File: config.mk
export PLATFORM = sky130hd
export DESIGN_NAME = imb_core
export DESIGN_NICKNAME = d
export VERILOG_FILES = /design/src/imb_pkg.sv /design/src/imb_core.sv
export SDC_FILE = /design/constraint.sdc
export NUM_CORES = 1
export LEC_CHECK = 0
export ABC_AREA = 1
export BUFFER_PORTS_ARGS = -buffer_cell sky130_fd_sc_hd__buf_2
export CAP_MARGIN = 25
export CELL_PAD_IN_SITES_DETAIL_PLACEMENT = 0
export CELL_PAD_IN_SITES_GLOBAL_PLACEMENT = 2
export CORE_ASPECT_RATIO = 2
export CORE_MARGIN = 3
export CORE_UTILIZATION = 34
export DETAILED_ROUTE_END_ITERATION = 8
export PLACE_DENSITY = 0.95
export REMOVE_ABC_BUFFERS = 1
export SLEW_MARGIN = 10
export SYNTH_ARGS = -nofsm -noshare
export SYNTH_HDL_FRONTEND = slang
export SYNTH_SLANG_ARGS = --single-unit
File: constraint.sdc
create_clock -name clk -period 3.5 [get_ports clk]
set_input_delay 0.7 -clock clk [delete_from_list [all_inputs] [get_ports clk]]
set_output_delay 0.7 -clock clk [all_outputs]
set_load 0.01 [all_outputs]
File: src/imb_pkg.sv
/*
  package for the imu output scheduler and built-in-test status block:
  register map, field positions, reset values, timing counts, carriers.
  assumes a 100 MHz clock and a simple strobe register port.
*/
package imb_pkg;

  // ------------------------------------------------------------------
  // register offsets
  // ------------------------------------------------------------------
  localparam logic [7:0] REG_CTRL     = 8'h00; // rate, format, baud
  localparam logic [7:0] REG_FILTER   = 8'h04; // filter selects, orient
  localparam logic [7:0] REG_ALERT_EN = 8'h08; // alert enables
  localparam logic [7:0] REG_FAULT    = 8'h0C; // fault inputs seen
  localparam logic [7:0] REG_BIT      = 8'h10; // current test word
  localparam logic [7:0] REG_FETCH    = 8'h14; // write: fetch command
  localparam logic [7:0] REG_COUNT    = 8'h18; // packets sent

  // ------------------------------------------------------------------
  // field layout of control registers
  // ------------------------------------------------------------------
  localparam int CTRL_RATE_LSB   = 0;  // 3 bits
  localparam int CTRL_FMT_LSB    = 4;  // 2 bits
  localparam int CTRL_BAUD_LSB   = 8;  // 2 bits
  localparam int FILT_RATE_LSB   = 0;  // 2 bits
  localparam int FILT_ACC_LSB    = 2;  // 2 bits
  localparam int FILT_ORIENT_LSB = 8;  // 5 bits
  localparam int FETCH_KIND_LSB  = 0;  // 2 bits

  // test word bit positions
  localparam int BIT_FATAL   = 0;
  localparam int BIT_HW      = 1;
  localparam int BIT_LINK    = 2;
  localparam int BIT_SW      = 3;
  localparam int BIT_SUMMARY = 8;
  localparam int BIT_HW_AL   = 9;
  localparam int BIT_LINK_AL = 10;
  localparam int BIT_SW_AL   = 11;
  localparam int BIT_SENSOR  = 12;

  // alert enable bit positions
  localparam int EN_HW     = 0;
  localparam int EN_LINK   = 1;
  localparam int EN_SW     = 2;
  localparam int EN_SENSOR = 3;

  // ------------------------------------------------------------------
  // encodings
  // ------------------------------------------------------------------
  typedef enum logic [2:0] {
    RATE_QUIET = 3'h0, RATE_100 = 3'h1, RATE_50 = 3'h2, RATE_25 = 3'h3,
    RATE_20 = 3'h4, RATE_10 = 3'h5, RATE_5 = 3'h6, RATE_2 = 3'h7
  } imb_rate_t;

  typedef enum logic [1:0] {
    PKT_SCALED_BASIC = 2'h0, PKT_SCALED_UNITS = 2'h1,
    PKT_DELTA = 2'h2, PKT_DIAG = 2'h3
  } imb_pkt_t;

  typedef enum logic [1:0] {
    BAUD_9600 = 2'h0, BAUD_19200 = 2'h1, BAUD_38400 = 2'h2,
    BAUD_57600 = 2'h3
  } imb_baud_t;

  typedef enum logic [1:0] {
    LPF_5 = 2'h0, LPF_10 = 2'h1, LPF_20 = 2'h2, LPF_50 = 2'h3
  } imb_lpf_t;

  // ------------------------------------------------------------------
  // reset values
  // ------------------------------------------------------------------
  localparam logic [2:0] RST_RATE     = 3'h1; // 100 Hz
  localparam logic [1:0] RST_FMT      = 2'h0; // basic scaled
  localparam logic [1:0] RST_BAUD     = 2'h2; // 38400
  localparam logic [1:0] RST_LPF      = 2'h2; // 20 Hz
  localparam logic [4:0] RST_ORIENT   = 5'h00;
  localparam logic [3:0] RST_ALERT_EN = 4'h8; // sensor alert only
  localparam int         NUM_ORIENT   = 24;

  // ------------------------------------------------------------------
  // timing
  // ------------------------------------------------------------------
  localparam int CLK_HZ        = 100_000_000;
  localparam int SAMPLE_HZ     = 200;
  localparam int SAMPLE_CYCLES = CLK_HZ / SAMPLE_HZ; // 500000
  // divisors of the 200 Hz tick per packet rate
  localparam logic [6:0] DIV_100 = 7'h02;
  localparam logic [6:0] DIV_50  = 7'h04;
  localparam logic [6:0] DIV_25  = 7'h08;
  localparam logic [6:0] DIV_20  = 7'h0A;
  localparam logic [6:0] DIV_10  = 7'h14;
  localparam logic [6:0] DIV_5   = 7'h28;
  localparam logic [6:0] DIV_2   = 7'h64;

  // ------------------------------------------------------------------
  // carriers
  // ------------------------------------------------------------------
  typedef struct packed {
    logic [7:0]  addr;
    logic [31:0] wdata;
    logic        wr;
    logic        rd;
  } imb_bus_req_t;

  typedef struct packed {
    logic        valid;   // one-cycle send request
    imb_pkt_t    kind;
    logic [15:0] bit_word;
    logic [4:0]  orient;
  } imb_pkt_req_t;

endpackage

File: src/imb_core.sv
/*
  imu output scheduler and built-in-test status: keeps the 200 Hz
  sample tick, accumulates delta counts, schedules packets at the
  selected rate or on fetch commands, and builds the test word.
  assumes fault and rate over-range inputs arrive from pins (triple
  sampled here) and that a serializer outside consumes pkt_* pulses.
*/
// Added by the designer: the register addresses and the plain strobed port.
`timescale 1ns/1ns
module imb_core #(
  parameter int SAMPLE_CYCLES = imb_pkg::SAMPLE_CYCLES,
  parameter int DELTA_W       = 16
) (
  input  wire logic                 clk,          // 100 MHz clock
  input  wire logic                 rstn,         // sync reset, low
  input  wire imb_pkg::imb_bus_req_t bus,         // register request
  output logic [31:0]               rdata,        // read data, next cycle
  input  wire logic                 fatal_in,     // fatal fault pin
  input  wire logic                 hw_fault_in,  // hardware fault pin
  input  wire logic                 link_fault_in,// link fault pin
  input  wire logic                 sw_fault_in,  // software fault pin
  input  wire logic                 rate_ovr_in,  // rate sensor overrange
  input  wire logic                 acc_ovr_in,   // accel overrange, unused
  input  wire logic [DELTA_W-1:0]   delta_step,   // per-sample increment
  output logic                      sample_tick,  // 200 Hz sample pulse
  output imb_pkg::imb_pkt_req_t     pkt,          // packet send request
  output logic [DELTA_W-1:0]        delta_out,    // accumulated delta
  output logic [1:0]                baud_sel,     // link baud select
  output logic [1:0]                lpf_rate_sel, // rate filter cutoff
  output logic [1:0]                lpf_acc_sel   // accel filter cutoff
);

  // ------------------------------------------------------------------
  // state
  // ------------------------------------------------------------------
  typedef struct packed {
    logic [31:0]          rdata;
    logic [19:0]          samp_cnt;
    logic                 tick;
    logic [6:0]           pkt_cnt;
    logic [2:0]           rate;
    logic [1:0]           fmt;
    logic [1:0]           baud;
    logic [1:0]           lpf_rate;
    logic [1:0]           lpf_acc;
    logic [4:0]           orient;
    logic [3:0]           alert_en;
    logic [4:0]           s1;
    logic [4:0]           s2;
    logic [4:0]           s3;
    logic [4:0]           flt;
    logic [DELTA_W-1:0]   delta_acc;
    logic [DELTA_W-1:0]   delta_out;
    logic                 pend_fetch;
    logic [1:0]           pend_kind;
    logic [15:0]          bit_word;
    imb_pkg::imb_pkt_req_t pkt;
    logic [15:0]          pkt_count;
  } imb_state_t;

  imb_state_t st_r;
  imb_state_t st_nxt;

  logic [6:0]  div;
  logic [4:0]  raw;
  logic [15:0] word;
  logic        fire;
  logic        hw_a;
  logic        link_a;
  logic        sw_a;
  logic        sen_a;

  assign raw = {rate_ovr_in, sw_fault_in, link_fault_in, hw_fault_in,
                fatal_in};

  // ------------------------------------------------------------------
  // packet rate divisor
  // ------------------------------------------------------------------
  always_comb begin
    unique case (imb_pkg::imb_rate_t'(st_r.rate))
      imb_pkg::RATE_QUIET: div = 7'h00;
      imb_pkg::RATE_100:   div = imb_pkg::DIV_100;
      imb_pkg::RATE_50:    div = imb_pkg::DIV_50;
      imb_pkg::RATE_25:    div = imb_pkg::DIV_25;
      imb_pkg::RATE_20:    div = imb_pkg::DIV_20;
      imb_pkg::RATE_10:    div = imb_pkg::DIV_10;
      imb_pkg::RATE_5:     div = imb_pkg::DIV_5;
      imb_pkg::RATE_2:     div = imb_pkg::DIV_2;
    endcase
  end

  // ------------------------------------------------------------------
  // test word from filtered fault levels and enables
  // ------------------------------------------------------------------
  always_comb begin
    hw_a   = st_r.flt[1] & st_r.alert_en[imb_pkg::EN_HW];
    link_a = st_r.flt[2] & st_r.alert_en[imb_pkg::EN_LINK];
    sw_a   = st_r.flt[3] & st_r.alert_en[imb_pkg::EN_SW];
    // over-range follows the rate sensors only; accel pin ignored
    sen_a  = st_r.flt[4] & st_r.alert_en[imb_pkg::EN_SENSOR];
    word = 16'h0000;
    word[imb_pkg::BIT_FATAL]   = st_r.flt[0];
    word[imb_pkg::BIT_HW]      = st_r.flt[1];
    word[imb_pkg::BIT_LINK]    = st_r.flt[2];
    word[imb_pkg::BIT_SW]      = st_r.flt[3];
    word[imb_pkg::BIT_HW_AL]   = hw_a;
    word[imb_pkg::BIT_LINK_AL] = link_a;
    word[imb_pkg::BIT_SW_AL]   = sw_a;
    word[imb_pkg::BIT_SENSOR]  = sen_a;
    word[imb_pkg::BIT_SUMMARY] = hw_a | link_a | sw_a | sen_a;
  end

  // ------------------------------------------------------------------
  // next state
  // ------------------------------------------------------------------
  always_comb begin
    st_nxt = st_r;
    st_nxt.tick = 1'b0;
    st_nxt.pkt.valid = 1'b0;
    fire = 1'b0;
    // pin filter: change accepted once stages two and three agree
    st_nxt.s1 = raw;
    st_nxt.s2 = st_r.s1;
    st_nxt.s3 = st_r.s2;
    for (int i = 0; i < 5; i++) begin
      if (st_r.s2[i] == st_r.s3[i]) begin
        st_nxt.flt[i] = st_r.s3[i];
      end
    end
    st_nxt.bit_word = word;

    // fixed sample tick, independent of packet rate
    if (st_r.samp_cnt == 20'(SAMPLE_CYCLES - 1)) begin
      st_nxt.samp_cnt = 20'h00000;
      st_nxt.tick = 1'b1;
      st_nxt.delta_acc = st_r.delta_acc + delta_step;
    end else begin
      st_nxt.samp_cnt = st_r.samp_cnt + 20'h00001;
    end

    // periodic scheduling on the sample tick
    if (st_r.tick && div != 7'h00) begin
      if (st_r.pkt_cnt + 7'h01 >= div) begin
        st_nxt.pkt_cnt = 7'h00;
        fire = 1'b1;
      end else begin
        st_nxt.pkt_cnt = st_r.pkt_cnt + 7'h01;
      end
    end

    // register writes
    if (bus.wr) begin
      unique case (bus.addr)
        imb_pkg::REG_CTRL: begin
          st_nxt.rate = bus.wdata[imb_pkg::CTRL_RATE_LSB +: 3];
          st_nxt.fmt  = bus.wdata[imb_pkg::CTRL_FMT_LSB +: 2];
          st_nxt.baud = bus.wdata[imb_pkg::CTRL_BAUD_LSB +: 2];
          st_nxt.pkt_cnt = 7'h00;
        end
        imb_pkg::REG_FILTER: begin
          st_nxt.lpf_rate = bus.wdata[imb_pkg::FILT_RATE_LSB +: 2];
          st_nxt.lpf_acc  = bus.wdata[imb_pkg::FILT_ACC_LSB +: 2];
          // out-of-range orientation codes are refused
          if (bus.wdata[imb_pkg::FILT_ORIENT_LSB +: 5] <
              5'(imb_pkg::NUM_ORIENT)) begin
            st_nxt.orient = bus.wdata[imb_pkg::FILT_ORIENT_LSB +: 5];
          end
        end
        imb_pkg::REG_ALERT_EN: st_nxt.alert_en = bus.wdata[3:0];
        imb_pkg::REG_FETCH: begin
          st_nxt.pend_fetch = 1'b1;
          st_nxt.pend_kind = bus.wdata[imb_pkg::FETCH_KIND_LSB +: 2];
        end
        default: ;
      endcase
    end

    // polled packets win the slot; a colliding periodic one is dropped
    if (st_r.pend_fetch) begin
      // a fetch written in this same cycle stays pending: set wins
      st_nxt.pend_fetch = bus.wr && bus.addr == imb_pkg::REG_FETCH;
      st_nxt.pkt.valid = 1'b1;
      st_nxt.pkt.kind = imb_pkg::imb_pkt_t'(st_r.pend_kind);
      if (imb_pkg::imb_pkt_t'(st_r.pend_kind) == imb_pkg::PKT_DELTA) begin
        // snapshot and restart so the next poll sees a fresh span
        st_nxt.delta_out = st_nxt.delta_acc;
        st_nxt.delta_acc = '0;
      end
    end else if (fire) begin
      st_nxt.pkt.valid = 1'b1;
      st_nxt.pkt.kind = imb_pkg::imb_pkt_t'(st_r.fmt);
      if (imb_pkg::imb_pkt_t'(st_r.fmt) == imb_pkg::PKT_DELTA) begin
        st_nxt.delta_out = st_nxt.delta_acc;
        st_nxt.delta_acc = '0;
      end
    end
    if (st_nxt.pkt.valid) begin
      st_nxt.pkt.bit_word = word;
      st_nxt.pkt.orient = st_r.orient;
      st_nxt.pkt_count = st_r.pkt_count + 16'h0001;
    end

    // reads
    st_nxt.rdata = 32'h00000000;
    if (bus.rd) begin
      unique case (bus.addr)
        imb_pkg::REG_CTRL:
          st_nxt.rdata = {22'h000000, st_r.baud, 2'h0, st_r.fmt,
                          1'b0, st_r.rate};
        imb_pkg::REG_FILTER:
          st_nxt.rdata = {19'h00000, st_r.orient, 4'h0, st_r.lpf_acc,
                          st_r.lpf_rate};
        imb_pkg::REG_ALERT_EN: st_nxt.rdata = {28'h0000000, st_r.alert_en};
        imb_pkg::REG_FAULT:    st_nxt.rdata = {27'h0000000, st_r.flt};
        imb_pkg::REG_BIT:      st_nxt.rdata = {16'h0000, st_r.bit_word};
        imb_pkg::REG_COUNT:    st_nxt.rdata = {16'h0000, st_r.pkt_count};
        default:               st_nxt.rdata = 32'h00000000;
      endcase
    end
  end

  // ------------------------------------------------------------------
  // registers
  // ------------------------------------------------------------------
  always_ff @(posedge clk) begin
    if (!rstn) begin
      st_r <= '0;
      st_r.rate <= imb_pkg::RST_RATE;
      st_r.fmt <= imb_pkg::RST_FMT;
      st_r.baud <= imb_pkg::RST_BAUD;
      st_r.lpf_rate <= imb_pkg::RST_LPF;
      st_r.lpf_acc <= imb_pkg::RST_LPF;
      st_r.orient <= imb_pkg::RST_ORIENT;
      st_r.alert_en <= imb_pkg::RST_ALERT_EN;
    end else begin
      st_r <= st_nxt;
    end
  end

  assign rdata        = st_r.rdata;
  assign sample_tick  = st_r.tick;
  assign pkt          = st_r.pkt;
  assign delta_out    = st_r.delta_out;
  assign baud_sel     = st_r.baud;
  assign lpf_rate_sel = st_r.lpf_rate;
  assign lpf_acc_sel  = st_r.lpf_acc;

endmodule

; ---- Yosys cells after proc, flatten, opt, wreduce, memory -nomap -nowiden
; Memory sizes are Yosys's and may differ from the RTL's. A register that Yosys moved wholly into a read port is not among the register bits.
; Cells that the tools add are included.
[op_classes]
bitwise_logic = 8
n_lt_le_gt_ge = 2
eq_ne = 15
reduce_logical = 17
addsub = 4
mux = 23
[op_table]
columns = operator, n
row1 = 2-to-1 mux 32 bit, 4
row2 = case mux 16 bit (6 select lines), 1
row3 = 2-to-1 mux 27 bit, 1
row4 = equality test 8 x 5 -> 1 bit (second input constant), 3
row5 = adder 20 x 1 -> 20 bit (second input constant), 1
row6 = equality test 20 x 19 -> 1 bit (second input constant), 1
row7 = 2-to-1 mux 3 bit, 6
row8 = adder 16 x 1 -> 16 bit (second input constant), 1
row9 = adder 16 bit, 1
row10 = equality test 8 x 4 -> 1 bit (second input constant), 2
row11 = 2-to-1 mux 16 bit, 1
row12 = 2-to-1 mux 14 bit, 1
row13 = 2-to-1 mux 7 bit, 2
row14 = AND reduction 2 bit, 6
row15 = 2-to-1 mux 9 bit, 1
row16 = equality test 8 x 3 -> 1 bit (second input constant), 1
row17 = logical NOT 8 bit, 1
row18 = nonzero test 2 bit, 4
row19 = adder 7 x 1 -> 7 bit (second input constant), 1
row20 = >= comparator 7 bit, 1
row21 = nonzero test 7 bit, 1
row22 = AND reduction 3 bit, 2
row23 = equality test 1 bit, 5
row24 = < comparator 5 bit (second input constant), 1
row25 = 10 further kinds, 20
[totals]
register_bits = 184
rom_bits = 48
wordCells = 100
mem_count = 1
[memory_table]
columns = name, words, word_bits, read_ports, rd_clocked_by_memory_dff, write_ports, line_no
row1 = (name not given), 8, 6, 1, 1, 0, imb_core.sv:80  ; unique case (imb_pkg::imb_rate_t'(st_r.rate))

; ---- Longest topological paths before layout
[depth]
ltp_word = 6
depth_mapped = 16

; ---- Worst setup path before layout
; No wires, ideal clock.
[synth_timing]
path_kind = register -> register
start = register st_r[131] (netlist bit)
end = register st_r, in the netlist delta_out[13]
n_path_buf = 1
slack_ns = 1.222
arrival_ns = 2.165
path_stages_with_launch = 16
period_less_slack_ns = 2.278
setup_ns = 0.113
required_ns = 3.387
cell_sequence = dfxtp_1 -> ha_1 -> nand3_1 -> nand3b_1 -> xnor2_1 -> ha_1 -> a21o_1 -> nor2_1 -> nand2_1 -> nand2_2 -> nand2_4 -> nand2_2 -> nor2_4 -> buf_4 -> nand3_1 -> nand2_1
[synth_via]
elab_chain_len = 6
[synth_lines]
columns = item, line_no
row1 = "start, declared", imb_core.sv:61  ; imb_state_t st_r;
row2 = "start signal, assigned", imb_core.sv:236  ; st_r <= st_nxt;
row3 = adder 7 x 1 -> 7 bit, imb_core.sv:143  ; if (st_r.pkt_cnt + 7'h01 >= div) begin
row4 = >= comparator 7 bit, imb_core.sv:143
row5 = 2-to-1 mux 1 bit, imb_core.sv:143
row6 = 2-to-1 mux 1 bit, imb_core.sv:142  ; if (st_r.tick && div != 7'h00) begin
row7 = nonzero test 2 bit (no line), --
row8 = AND reduction 3 bit (no line), --
; No other way between the ends.
; A chain may end at the register's enable or synchronous reset.

; ---- Worst setup path after layout
[layout_timing]
start = register st_r[131] (netlist bit)
end = register st_r[6] (netlist bit)
[layout_via]
elab_chain_len = 6
[layout_lines]
columns = item, line_no
row1 = adder 7 x 1 -> 7 bit, imb_core.sv:143
row2 = >= comparator 7 bit, imb_core.sv:143
row3 = 2-to-1 mux 1 bit, imb_core.sv:143
row4 = 2-to-1 mux 1 bit, imb_core.sv:142
row5 = 2-to-1 mux 3 bit, imb_core.sv:189  ; end else if (fire) begin
row6 = 2-to-1 mux 3 bit, imb_core.sv:179  ; if (st_r.pend_fetch) begin
; No other way between the ends. The select of a mux whose other input is x is not followed.

==> results.toml <==
[run_status]
run_status = "completed"

[routing]
detail_route.drc_violations = 0
drtIter0Drc = 269
vias_per_cell = 4.670
wire_per_inst_um = 14.82
drt.antenna.violating_nets = 0
drt_wl_total_mm = 22.33
first_pass_iters = 4
via_count = 7038

[sta]
finalHoldViolations = 0
timing.clock.skew_ns = 0.01018
fin_tns_setup_ns = 0
period_share_pct = 78.72
timing.final.crit_period_ns = 2.755
slew_viol_final = 0
slew-limit-headroom_pct = 31.80
maxClockFrequency_mhz = 363.0
rsz0062_at_grt = "no"
tightest_slew_ns = 1.014
setup_viol = 0

[yosys]
sequential_cell_area_fraction_in_the_yosys_report_pct = 40.13
share_of_synthesized_flip_flops_with_an_asynchronous_set_or_reset_pct = 0
synth_common_cells = "nand2_1, dfxtp_1, inv_1, nor2_1, buf_4"
synth_top_cells_by_area = "dfxtp_1, nand2_1, buf_4, inv_1, nor2_1"
ys_warn_count = 0
post_synthesis_cell_area_mm2 = 0.008330
synth_largest_area_cell = "dfxtp_1"
synth_top_cell_area_share_pct = 40.13
yosys_most_used_dff = "dfxtp_1"
synth_edf_count = 0
ys_ff_latch = 167
syn_avg_cell_area_um2 = 7.194
yosysUniqueCellTypes = 47
synth_cells = 1158
yosysMostFrequentCell = "nand2_1"

[clock_network]
worstSkewPairLatency_ns = 0.44
max-clock-path-buffers = 2
post_cts.resized_instances = 0
postCtsSetupRepairBufs = 0
tritoncts_clock_tree = "built"
cts.htree.levels = 4
tritoncts.num_buffers = 17
clkSinkCount = 167
ctsHoldBuffers = 0
cts.root.buffer_cell = "clkbuf_16"
clk_pin_slew_worst_setup_hold_paths_ns = 0.07

[final_layout]
post_route_cells_drive_above_1_share_pct = 15.16
nets = 1299
number_of_antenna_repair_diodes = 0
syn2layout_area_growth_pct = 10.75
fillers = 2567

[setup_path]
critical_path.max_fanout = 33
critical_path_s_slowest_cell = "dfxtp_1"
critical_path.endpoint_type = "flip-flop"
max_stage_delay_ns = 0.41
worstSetupStartpointType = "flip-flop"
timing.rr.end = "st_r[6]"
cell_repeated_most_along_the_worst_path = "nand2_1"
timing.critical_path.depth = 15
crit_arrival_ns = 3.07
path_buf_inv = 1
crit_chain = "ha_1 -> nand3_1 -> nand3b_1 -> xnor2_1 -> ha_1 -> nand2_1 -> a21oi_1 -> nor2_1 -> nand2_1 -> nand2_2 -> nand2_4 -> buf_4 -> nand2_1 -> o21ai_0 -> a21oi_1"
reg2reg_setup_slack_ns = 0.74
timing.reg2reg.worst_path_depth = 15
cp_data_required_time_ns = 3.81
timing.critical_path.max_delay_family = "simple AND/OR/NAND/NOR gates"
critical_path.reg2reg.startpoint = "st_r[131]"
critical_path_start_end_classification = "flip-flop to flip-flop"

[global_route]
grt_pass1_wl_mm = 34.80
antenna_found_initial = 0
global_route.usage.total_pct = 17.38
grt_max_degree = 35
number_of_global_route_vias_before_repair = 6873
globalRouteOverflowTotal = 0

[worst_hold_path]
hold_path_depth = 2
holdCritStartpoint = "st_nxt[101]"
worst_hold_path.endpoint = "st_nxt[96]"
worst_hold_path_type = "flip-flop to flip-flop"

[placement]
place.detailed.hpwl_mm = 17.42
place_congestion = 0.8554
portBuffers = 99

[power_and_ir_drop]
leak_pwr_uw = 0.004285
power_density_mw_per_mm2 = 424.7
power.ir.vdd_worst_mv = 0.2308
p_total_uw = 3918

[run]
drv_cap = 0

[floorplanning]
initial_core_util_pct = 34.68
die_h_um = 227.4
die_width_um = 116.7
count_of_standard_cell_rows = 80
core-area_mm2 = 0.02402
die_area_mm2 = 0.02653
boundaryPins = 145
==> where the power goes <==
part           switching [uW]  internal [uW]  leakage, uW  total, uW
Sequential               6.26           1910      0.00135       1920
Clock                     835           1020     0.000278       1850
Combinational             102           48.5      0.00266        150
Total                     943           2980      0.00428       3920
==> through the flow <==
| step | area, um2 | hold slack, ns | util, % | worst slack (ns) | instances |
|---|---|---|---|---|---|
| floorplan | 7705 | 0.3900 | - | 1.002 | 1078 |
| global placement | 8650 | 0.3948 | 36.01 | 0.8218 | 1476 |
| detailed placement | 8650 | 0.4006 | 36.01 | 0.7392 | 1476 |
| CTS | 9226 | 0.4192 | 38.41 | 0.7335 | 1507 |
| global route | 9226 | 0.4373 | 38.41 | 0.3559 | 1507 |
| finish | 9226 | 0.4142 | 38.41 | 0.7448 | 1507 |
==> layout by cell type, fill, tap and decap left out, drive strengths merged, types with 2 or more instances in the layout <==
master / count
o21bai: 2
o21ai: 52
nor3b: 2
nand2: 286
nor4: 3
dfxtp: 167
nand3b: 7
clkbuf: 18
a22oi: 6
clkinv: 4
a31oi: 2
ha: 24
nor2: 137
xor2: 20
buf: 111
nor3: 31
or2: 8
a21oi: 63
clkinvlp: 2
nand3: 70
a211oi: 3
a41oi: 2
a221oi: 2
o22ai: 2
inv: 151
xnor2: 6
nand4: 6
conb: 23
==> worst register-to-register path: cells and delay by family (launching register included) <==
kind	cells	cell delay [ns]
xor+xnor	1	0.16
buf+inv	1	0.34
compound gates	3	0.35
fa+ha+maj	2	0.51
flops	1	0.41
simple gates	8	0.86
==> worst max path at each step <==
stage,to,slack [ns],from
after floorplan,delta_out[14],1.00,st_r[131]
after global placement,st_r[5],0.82,st_r[131]
after detailed placement,st_r[5],0.74,st_r[131]
after CTS,st_r[5],0.73,st_r[131]
after global routing,st_r[6],0.36,st_r[131]
final,st_r[6],0.74,st_r[131]
==> layer usage <==
layer	global-route usage, %	wire length [um]	vias to the layer above
met3	3.325	670	39
met5	0	0	-
li1	-	-	3667
met4	7.222	762	0
met2	35.18	13110	147
met1	16.14	7788	3185
==> state kept, by name (all words and copies together) (netlist names) <==
signal / cells
st_nxt: 14
delta_out: 16
rdata: 16
lpf_rate_sel: 2
st_r: 91
pkt: 17
baud_sel: 2
div: 6
lpf_acc_sel: 2
sample_tick: 1
==> area by class of cell <==
class | instances | area, um2 | area share (%)
clock inverter | 13 | 137.6 | 1.492
multi-input combinational | 766 | 3817 | 41.38
tap | 287 | 359.1 | 3.892
inverter | 145 | 544.3 | 5.899
timing repair buffer | 111 | 585.6 | 6.347
sequential | 167 | 3343 | 36.24
clock buffer | 18 | 439.2 | 4.760
==> logic make-up after synthesis <==
logic type	after synthesis	synth area share, %
simple gates	552	29.02
buf+inv	247	15.03
flops	167	40.13
compound gates	140	9.192
xor+xnor	26	2.734
fa+ha+maj	25	3.845
other cells	1	0.04502
Note: power is estimated with default switching activity, not from simulation.
